File: src/rtl/sbrg_pkg.sv
// package: register map, field layout and reset values of the baud-rate generator
package sbrg_pkg;

    // register byte offsets
    localparam logic [7:0] BAUD_CTRL_OFS   = 8'h00;
    localparam logic [7:0] BAUD_RELOAD_OFS = 8'h04;
    localparam logic [7:0] FRAC_CTRL_OFS   = 8'h08;
    localparam logic [7:0] FRAC_STEP_OFS   = 8'h0c;
    localparam logic [7:0] FRAC_RESULT_OFS = 8'h10;
    localparam logic [7:0] BAUD_COUNT_OFS  = 8'h14;
    localparam logic [7:0] IRQ_STATUS_OFS  = 8'h18;
    localparam logic [7:0] IRQ_MASK_OFS    = 8'h1c;

    // baud_control_register fields
    localparam int BAUD_RUN_BIT  = 0;
    localparam int PRESCALE_LSB  = 1;
    localparam int PRESCALE_W    = 3;

    // frac_div_control fields
    localparam int FRAC_EN_BIT   = 0;
    localparam int FRAC_MODE_BIT = 1;

    // interrupt status / mask fields
    localparam int IRQ_OVF_BIT   = 0;
    localparam int IRQ_BAUD_BIT  = 1;
    localparam int IRQ_W         = 2;

    // reset values
    localparam logic [7:0]        BAUD_CTRL_RST   = 8'h00;
    localparam logic [7:0]        BAUD_RELOAD_RST = 8'h00;
    localparam logic [7:0]        FRAC_CTRL_RST   = 8'h00;
    localparam logic [7:0]        FRAC_STEP_RST   = 8'h00;
    localparam logic [IRQ_W-1:0]  IRQ_MASK_RST    = 2'h0;
    localparam logic [IRQ_W-1:0]  IRQ_STATUS_RST  = 2'h0;

    // frac_div_mode_select encodings
    localparam logic MODE_FRACTIONAL = 1'b0;
    localparam logic MODE_NORMAL     = 1'b1;

endpackage : sbrg_pkg

File: src/rtl/sbrg_div_if.sv
// interface: control and tick lines between the top and the fractional divider
interface sbrg_div_if;
    logic       enable;
    logic       mode;
    logic [7:0] step;
    logic       in_tick;
    logic       out_tick;
    logic       overflow;
    logic [7:0] result;

    modport div (
        input  enable,
        input  mode,
        input  step,
        input  in_tick,
        output out_tick,
        output overflow,
        output result
    );

    modport ctl (
        output enable,
        output mode,
        output step,
        output in_tick,
        input  out_tick,
        input  overflow,
        input  result
    );
endinterface : sbrg_div_if

File: src/rtl/sbrg_frac_div.sv
// fractional divider: step/256 accumulator or 8-bit up-counting auto-reload timer
module sbrg_frac_div (
    // clock and reset
    input  wire logic clk,
    input  wire logic rst,
    // control and ticks
    sbrg_div_if.div   dif
);

    logic [7:0] acc;
    logic [7:0] next_acc;
    logic       out_tick;
    logic       next_out_tick;
    logic       overflow;
    logic       next_overflow;
    logic [8:0] sum;

    always_comb begin
        next_acc      = acc;
        next_out_tick = 1'b0;
        next_overflow = 1'b0;
        sum           = {1'b0, acc} + {1'b0, dif.step};
        if (!dif.enable) begin
            next_acc = 8'h00;
        end else if (dif.in_tick) begin
            if (dif.mode == sbrg_pkg::MODE_FRACTIONAL) begin
                next_acc      = sum[7:0];
                next_out_tick = sum[8];
            end else if (acc == 8'hff) begin
                // overflow reloads from step: period 256 - step
                next_acc      = dif.step;
                next_out_tick = 1'b1;
                next_overflow = 1'b1;
            end else begin
                next_acc = acc + 8'h01;
            end
        end
    end

    always_ff @(posedge clk) begin
        if (rst) begin
            acc      <= 8'h00;
            out_tick <= 1'b0;
            overflow <= 1'b0;
        end else begin
            acc      <= next_acc;
            out_tick <= next_out_tick;
            overflow <= next_overflow;
        end
    end

    assign dif.out_tick = out_tick;
    assign dif.overflow = overflow;
    assign dif.result   = acc;

endmodule : sbrg_frac_div

File: src/rtl/sbrg_top.sv
// top: baud-rate generator with prescaler, fractional divider, baud timer, APB registers
//////////////////////////////////////////////////////////////////////////////////////////
// How it works
// - baud timer underflow reloads, emits one pulse
// - divider enable selects divider or prescaler tick
// - normal divider mode halts timer, ignores run
// - prescaler divides by two to prescale_select
// - fractional divider scales input by step/256
// - one pulse per reload-plus-one input ticks
// - normal mode counts up, overflow flags, interrupts
//////////////////////////////////////////////////////////////////////////////////////////
//
// The register addresses and the APB interface to the registers were left to the implementer.
module sbrg_top #(
    parameter int PRESCALE_W = sbrg_pkg::PRESCALE_W
) (
    // clock and reset
    input  wire logic        I_CLK,
    input  wire logic        I_RST,
    // apb slave
    input  wire logic        I_PSEL,
    input  wire logic        I_PENABLE,
    input  wire logic        I_PWRITE,
    input  wire logic [7:0]  I_PADDR,
    input  wire logic [31:0] I_PWDATA,
    output logic      [31:0] O_PRDATA,
    output logic             O_PREADY,
    output logic             O_PSLVERR,
    // serial channel and divider clocks
    output logic             O_BAUD_TICK,
    output logic             O_DIV_TICK,
    // interrupt
    output logic             O_IRQ
);

    localparam int PRE_MAX = (1 << ((1 << PRESCALE_W) - 1));
    localparam int PRE_CW  = (1 << PRESCALE_W) - 1;

    //////////////////////////////////////////////////////////////////////////////////////
    // helpers

    function automatic logic is_mapped(input logic [7:0] addr);
        case (addr)
            sbrg_pkg::BAUD_CTRL_OFS,
            sbrg_pkg::BAUD_RELOAD_OFS,
            sbrg_pkg::FRAC_CTRL_OFS,
            sbrg_pkg::FRAC_STEP_OFS,
            sbrg_pkg::FRAC_RESULT_OFS,
            sbrg_pkg::BAUD_COUNT_OFS,
            sbrg_pkg::IRQ_STATUS_OFS,
            sbrg_pkg::IRQ_MASK_OFS: is_mapped = 1'b1;
            default:                is_mapped = 1'b0;
        endcase
    endfunction : is_mapped

    // low-bit mask selecting a divide by 2**sel
    function automatic logic [PRE_CW-1:0] pre_mask(input logic [PRESCALE_W-1:0] sel);
        logic [PRE_CW:0] one_hot;
        one_hot  = '0;
        one_hot[sel] = 1'b1;
        pre_mask = PRE_CW'(one_hot - 1'b1);
    endfunction : pre_mask

    //////////////////////////////////////////////////////////////////////////////////////
    // registers

    logic [7:0]              baud_control_register;
    logic [7:0]              baud_reload_register;
    logic [7:0]              frac_div_control;
    logic [7:0]              frac_step_register;
    logic [sbrg_pkg::IRQ_W-1:0] irq_status;
    logic [sbrg_pkg::IRQ_W-1:0] irq_mask;
    logic [7:0]              next_baud_control_register;
    logic [7:0]              next_baud_reload_register;
    logic [7:0]              next_frac_div_control;
    logic [7:0]              next_frac_step_register;
    logic [sbrg_pkg::IRQ_W-1:0] next_irq_status;
    logic [sbrg_pkg::IRQ_W-1:0] next_irq_mask;

    logic                    pready;
    logic                    pslverr;
    logic [31:0]             prdata;
    logic                    next_pready;
    logic                    next_pslverr;
    logic [31:0]             next_prdata;
    logic                    irq;
    logic                    next_irq;

    logic                    wr_en;
    logic [sbrg_pkg::IRQ_W-1:0] irq_events;

    // datapath state
    logic [PRE_CW-1:0]       pre_cnt;
    logic [PRE_CW-1:0]       next_pre_cnt;
    logic                    pre_tick;
    logic                    next_pre_tick;
    logic [7:0]              baud_cnt;
    logic [7:0]              next_baud_cnt;
    logic                    baud_tick;
    logic                    next_baud_tick;
    logic                    div_tick;
    logic                    next_div_tick;

    logic                    baud_timer_run;
    logic [PRESCALE_W-1:0]   baud_prescale_select;
    logic                    frac_div_enable;
    logic                    frac_div_mode_select;
    logic                    timer_active;
    logic                    timer_clk_tick;
    logic                    divider_output_clock;

    sbrg_div_if dif ();

    assign baud_timer_run       = baud_control_register[sbrg_pkg::BAUD_RUN_BIT];
    assign baud_prescale_select = baud_control_register[sbrg_pkg::PRESCALE_LSB +: PRESCALE_W];
    assign frac_div_enable      = frac_div_control[sbrg_pkg::FRAC_EN_BIT];
    assign frac_div_mode_select = frac_div_control[sbrg_pkg::FRAC_MODE_BIT];

    // the run bit only counts while the divider is not an independent timer
    assign timer_active = baud_timer_run &&
                          !(frac_div_enable &&
                            frac_div_mode_select == sbrg_pkg::MODE_NORMAL);

    // the timer takes the divider pulse one cycle ahead of O_DIV_TICK
    assign divider_output_clock = dif.out_tick;
    assign timer_clk_tick = frac_div_enable ? divider_output_clock : pre_tick;

    assign dif.enable  = frac_div_enable;
    assign dif.mode    = frac_div_mode_select;
    assign dif.step    = frac_step_register;
    assign dif.in_tick = pre_tick;

    sbrg_frac_div u_frac_div (
        .clk (I_CLK),
        .rst (I_RST),
        .dif (dif.div)
    );

    //////////////////////////////////////////////////////////////////////////////////////
    // prescaler: free-running counter, tick when the selected low bits are all ones

    // free-running: a new select does not restart the phase
    always_comb begin
        logic [PRE_CW-1:0] m;
        m             = pre_mask(baud_prescale_select);
        next_pre_cnt  = pre_cnt + 1'b1;
        next_pre_tick = ((pre_cnt & m) == m);
    end

    always_ff @(posedge I_CLK) begin
        if (I_RST) begin
            pre_cnt  <= '0;
            pre_tick <= 1'b0;
        end else begin
            pre_cnt  <= next_pre_cnt;
            pre_tick <= next_pre_tick;
        end
    end

    //////////////////////////////////////////////////////////////////////////////////////
    // baud timer: count down, reload on underflow

    always_comb begin
        next_baud_cnt  = baud_cnt;
        next_baud_tick = 1'b0;
        next_div_tick  = divider_output_clock;
        if (!timer_active) begin
            // stopped timer restarts from the full reload period
            next_baud_cnt = baud_reload_register;
        end else if (timer_clk_tick) begin
            // reload read live: a new value applies at the next underflow
            if (baud_cnt == 8'h00) begin
                next_baud_cnt  = baud_reload_register;
                next_baud_tick = 1'b1;
            end else begin
                next_baud_cnt = baud_cnt - 8'h01;
            end
        end
    end

    always_ff @(posedge I_CLK) begin
        if (I_RST) begin
            baud_cnt  <= 8'h00;
            baud_tick <= 1'b0;
            div_tick  <= 1'b0;
        end else begin
            baud_cnt  <= next_baud_cnt;
            baud_tick <= next_baud_tick;
            div_tick  <= next_div_tick;
        end
    end

    //////////////////////////////////////////////////////////////////////////////////////
    // apb slave: one wait state, write and read take effect with pready

    assign wr_en = I_PSEL && I_PENABLE && pready && I_PWRITE && is_mapped(I_PADDR);

    // interrupt sources: divider overflow and baud pulse
    assign irq_events[sbrg_pkg::IRQ_OVF_BIT]  = dif.overflow;
    assign irq_events[sbrg_pkg::IRQ_BAUD_BIT] = baud_tick;

    always_comb begin
        next_baud_control_register = baud_control_register;
        next_baud_reload_register  = baud_reload_register;
        next_frac_div_control      = frac_div_control;
        next_frac_step_register    = frac_step_register;
        next_irq_mask              = irq_mask;
        if (wr_en) begin
            case (I_PADDR)
                sbrg_pkg::BAUD_CTRL_OFS:   next_baud_control_register = I_PWDATA[7:0];
                sbrg_pkg::BAUD_RELOAD_OFS: next_baud_reload_register  = I_PWDATA[7:0];
                sbrg_pkg::FRAC_CTRL_OFS:   next_frac_div_control      = {6'h00, I_PWDATA[1:0]};
                sbrg_pkg::FRAC_STEP_OFS:   next_frac_step_register    = I_PWDATA[7:0];
                sbrg_pkg::IRQ_MASK_OFS:    next_irq_mask = I_PWDATA[sbrg_pkg::IRQ_W-1:0];
                default: ;
            endcase
        end
    end

    // the read word is captured on the edge that raises pready
    always_comb begin
        next_pready  = I_PSEL && I_PENABLE && !pready;
        next_pslverr = 1'b0;
        next_prdata  = prdata;
        if (next_pready) begin
            next_pslverr = !is_mapped(I_PADDR);
            next_prdata  = 32'h0000_0000;
            if (!I_PWRITE) begin
                case (I_PADDR)
                    sbrg_pkg::BAUD_CTRL_OFS:   next_prdata[7:0] = baud_control_register;
                    sbrg_pkg::BAUD_RELOAD_OFS: next_prdata[7:0] = baud_reload_register;
                    sbrg_pkg::FRAC_CTRL_OFS:   next_prdata[7:0] = frac_div_control;
                    sbrg_pkg::FRAC_STEP_OFS:   next_prdata[7:0] = frac_step_register;
                    sbrg_pkg::FRAC_RESULT_OFS: next_prdata[7:0] = dif.result;
                    sbrg_pkg::BAUD_COUNT_OFS:  next_prdata[7:0] = baud_cnt;
                    sbrg_pkg::IRQ_STATUS_OFS:
                        next_prdata[sbrg_pkg::IRQ_W-1:0] = irq_status;
                    sbrg_pkg::IRQ_MASK_OFS:
                        next_prdata[sbrg_pkg::IRQ_W-1:0] = irq_mask;
                    default: next_prdata = 32'h0000_0000;
                endcase
            end
        end
    end

    always_ff @(posedge I_CLK) begin
        if (I_RST) begin
            baud_control_register <= sbrg_pkg::BAUD_CTRL_RST;
            baud_reload_register  <= sbrg_pkg::BAUD_RELOAD_RST;
            frac_div_control      <= sbrg_pkg::FRAC_CTRL_RST;
            frac_step_register    <= sbrg_pkg::FRAC_STEP_RST;
            irq_mask              <= sbrg_pkg::IRQ_MASK_RST;
            pready                <= 1'b0;
            pslverr               <= 1'b0;
            prdata                <= 32'h0000_0000;
        end else begin
            baud_control_register <= next_baud_control_register;
            baud_reload_register  <= next_baud_reload_register;
            frac_div_control      <= next_frac_div_control;
            frac_step_register    <= next_frac_step_register;
            irq_mask              <= next_irq_mask;
            pready                <= next_pready;
            pslverr               <= next_pslverr;
            prdata                <= next_prdata;
        end
    end

    //////////////////////////////////////////////////////////////////////////////////////
    // interrupts: sticky status, write one to clear, level output

    always_comb begin
        next_irq_status = irq_status;
        if (wr_en && I_PADDR == sbrg_pkg::IRQ_STATUS_OFS) begin
            next_irq_status = irq_status & ~I_PWDATA[sbrg_pkg::IRQ_W-1:0];
        end
        // an event in the clearing cycle survives the clear
        next_irq_status = next_irq_status | irq_events;
        // unmasking a bit already set raises the line one cycle later
        next_irq        = |(next_irq_status & irq_mask);
    end

    always_ff @(posedge I_CLK) begin
        if (I_RST) begin
            irq_status <= sbrg_pkg::IRQ_STATUS_RST;
            irq        <= 1'b0;
        end else begin
            irq_status <= next_irq_status;
            irq        <= next_irq;
        end
    end

    //////////////////////////////////////////////////////////////////////////////////////
    // outputs

    assign O_PRDATA    = prdata;
    assign O_PREADY    = pready;
    assign O_PSLVERR   = pslverr;
    assign O_BAUD_TICK = baud_tick;
    assign O_DIV_TICK  = div_tick;
    assign O_IRQ       = irq;

endmodule : sbrg_top

File: config.mk
export PLATFORM = sky130hd
export DESIGN_NAME = sbrg_top
export DESIGN_NICKNAME = d
export VERILOG_FILES = /design/src/rtl/sbrg_pkg.sv /design/src/rtl/sbrg_div_if.sv /design/src/rtl/sbrg_frac_div.sv /design/src/rtl/sbrg_top.sv
export SDC_FILE = /design/constraint.sdc
export NUM_CORES = 1
export LEC_CHECK = 0
export ABC_AREA = 1
export BUFFER_PORTS_ARGS = -buffer_cell sky130_fd_sc_hd__buf_2
export CAP_MARGIN = 20
export CORE_MARGIN = 2
export CORE_UTILIZATION = 57
export CTS_BUF_LIST = sky130_fd_sc_hd__clkbuf_4 sky130_fd_sc_hd__clkbuf_8
export DETAILED_ROUTE_END_ITERATION = 6
export MAX_ROUTING_LAYER = met4
export PLACE_DENSITY = 0.82
export SYNTH_ARGS = -nofsm -noshare
export SYNTH_HDL_FRONTEND = slang
export SYNTH_SLANG_ARGS = --single-unit
export TNS_END_PERCENT = 5
File: constraint.sdc
create_clock -name I_CLK -period 2.19 [get_ports I_CLK]
set_input_delay 0.219 -clock I_CLK [delete_from_list [all_inputs] [get_ports I_CLK]]
set_output_delay 0.219 -clock I_CLK [all_outputs]
set_load 0.1 [all_outputs]
==> impl_metrics.tcl <==
set metrics [dict create \
    synth_top_family_by_area "simple AND/OR/NAND/NOR gates" \
    yosys_warnings 0 \
    reg2reg_from "u_frac_div.dif.result[0]" \
    start_kind "flop" \
    max_slew_margin_pct 59.2 \
    root_buffer "clkbuf_8" \
    whs_endpoint "baud_control_register[6]" \
    core_um2 6830 \
    synthSimpleGateAreaFrac_pct 33.0 \
    ys_ff_latch 69 \
    cts_made_buffers 9 \
    critPathLaunch "u_frac_div.dif.result[0]" \
    tritoncts "built" \
    fin_util_pct 65.2 \
    stdcell_count 723 \
    synth-edff-count 0 \
    synthArstFlopShare_pct 0 \
    initial_core_util_pct 59.4 \
    layout_common_cells "nand2_1, nor2_1, dfxtp_1, nand3_1, a21oi_1" \
    min_period_over_period_pct 83.2 \
    clock-sinks 69 \
    dieHeight_um 88.4 \
    peakVddDrop_mv 0.630 \
    worstReg2RegEnd "u_frac_div.dif.result[6]" \
    fmax_ghz 0.549 \
    drt-total-wl_um 10000 \
    netlist_area_um2 4060 \
    drv_slew 0 \
    n_fill_cell 624 \
    cp_max_fo 6 \
    synthAdderAreaFrac_pct 4.19 \
    clk_pin_slew_ns 0.08 \
    cts_setup_buffers 0 \
    p_total_mw 2.99 \
    min_path_cells 3 \
    cts-htree-levels 3 \
    drc 0 \
    via_per_inst 5.48 \
    ant_nets 0 \
    clock_latency_ns 0.35 \
    syn2layout_area_growth_pct 9.77 \
    synth_compound_area_share_pct 16.2 \
    power.leakage_nw 1.96 \
    worstPathArrival_ns 2.06 \
    critical_path_class "flop to flop" \
    cts_resized 0 \
    grt_max_degree 31 \
    outcome "finished clean" \
    mostFrequentLayoutCell "nand2_1" \
    syn_inst 592 \
    grtUsageTotal_pct 28.2 \
    vias 3961 \
    grt_pass1_vias 3659 \
    drt_first_pass_iters 6 \
    drive_gt1_share_pct 14.4 \
    hp-class "input pin to flop" \
    max-cap-violations 0 \
    cp.required_ns 2.43 \
    tightest_slew_ns 0.611 \
    place_ws_ns 0.385 \
    die_w_um 88.4 \
    place_congestion 1.01 \
    num_rows 30 \
    yosysSeqAreaShare_pct 34.0 \
    fin_ws_ns 0.369 \
    grt_first_pass_wirelength_um 16700 \
    syn_avg_cell_area_um2 6.85 \
    antenna_found_initial 0 \
    synth_cell_types 40 \
    synthXorXnorAreaFrac_pct 0.863 \
    port_buffers 33 \
    end_kind "flop" \
    diodes 0 \
    finalSetupViolations 0 \
    fin_crit_ns 1.82 \
    nets 680 \
    r2r_cells 11 \
    io_pins 82 \
    hold_buffers 0 \
    hold_viol 0 \
    dp_hpwl_um 7610 \
    rsz0062_at_grt "no" \
    dpl_cell_area_um2 4180 \
    finalClockSkew_ns 0.0104 \
    clockBufferDepth 2 \
    rrSetupSlack_ns 0.37 \
    whs_ns 0.142 \
    synthMuxAreaShare_pct 0 \
    worstHoldStart "I_PWDATA[6]" \
    post_drt_wl_per_cell_um 13.9 \
    dieArea_um2 7810 \
    drt_iter0_drc 295 \
    power_density_nw_per_um2 672 \
    grt.overflow.total 0 \
    synthFlopType "dfxtp_1" \
    finalSetupTns_ns 0 \
    post-place-cells 707 \
    stdcell_area_um2 4450 \
]
[registers in the layout (all words and copies together) (netlist names), 7 cells and up]
| register | count |
|---|---|
| O_PRDATA | 8 |
| baud_cnt | 8 |
| baud_control_register | 8 |
| baud_reload_register | 8 |
| dif.step | 8 |
| u_frac_div.dif.result | 8 |
| pre_cnt | 7 |
[cell type report]
class	instances	area (um^2)	share of cell area, %
clock buffers	10	138	3.09
clock inverters	6	134	3.01
inverters	51	193	4.33
multi-input cells	454	2290	51.5
flip-flops and latches	69	1380	31.0
well taps	96	120	2.70
repair buffers	37	195	4.38
[worst max-delay path by stage]
stage	to	slack, ns	cells after the start
6_report	u_frac_div.dif.result[6]	0.37	11
5_1_grt	u_frac_div.dif.out_tick	0.14	12
4_1_cts	u_frac_div.dif.result[6]	0.38	11
3_5_place_dp	u_frac_div.dif.result[6]	0.38	11
3_3_place_gp	u_frac_div.dif.out_tick	0.45	12
2_1_floorplan	baud_control_register[2]	0.19	6
[routing by layer]
| metal | share of wire, % | routed length (um) | up-vias | track usage [%] |
|---|---|---|---|---|
| met3 | 6.7 | 668 | 21 | 5.69 |
| met5 | 0 | 0 | - | - |
| met2 | 47 | 4720 | 164 | 46.1 |
| met4 | 2.3 | 233 | 0 | 10.3 |
| met1 | 44 | 4390 | 1797 | 34.5 |
| li1 | - | - | 1979 | - |
[where the power goes]
part	internal [mW]	switching [mW]
combinational	0.0417	0.276
sequential	1.26	0.00601
clock	0.903	0.504
[cell families (layout without fill, tap and decap cells)]
kind of cell    after synthesis  after routing
xor+xnor                      4              4
simple gates                290            290
fa+ha+maj                    13             13
flops                        69             69
other cells                   1             24
compound gates              123            123
buf+inv                      92            104
[synthesized netlist by cell type (4+ instances only)]
master / n / area [um^2]
a21oi_1: 46 / 230
a31oi_1: 4 / 25.0
buf_2: 5 / 25.0
buf_4: 27 / 203
clkbuf_1: 7 / 26.3
dfxtp_1: 69 / 1380
ha_1: 12 / 150
inv_1: 42 / 158
inv_2: 8 / 30.0
nand2_1: 102 / 383
nand2_2: 8 / 50.1
nand3_1: 67 / 335
nand4_1: 6 / 37.5
nor2_1: 80 / 300
nor2_2: 7 / 43.8
nor2_4: 6 / 67.6
o21ai_0: 31 / 155
o21ai_1: 30 / 150
[worst max-delay path, stage by stage, from the launching register on]
cell and delay, ns:
dfxtp_1 0.44, ha_1 0.21, inv_1 0.05, fa_1 0.35, inv_1 0.09, nand3_1 0.07
nand2_1 0.11, nand2_1 0.08, nand2_1 0.06, nand2_1 0.06, nand3_1 0.09, a31oi_1 0.09
(Power assumes the default switching activity.)
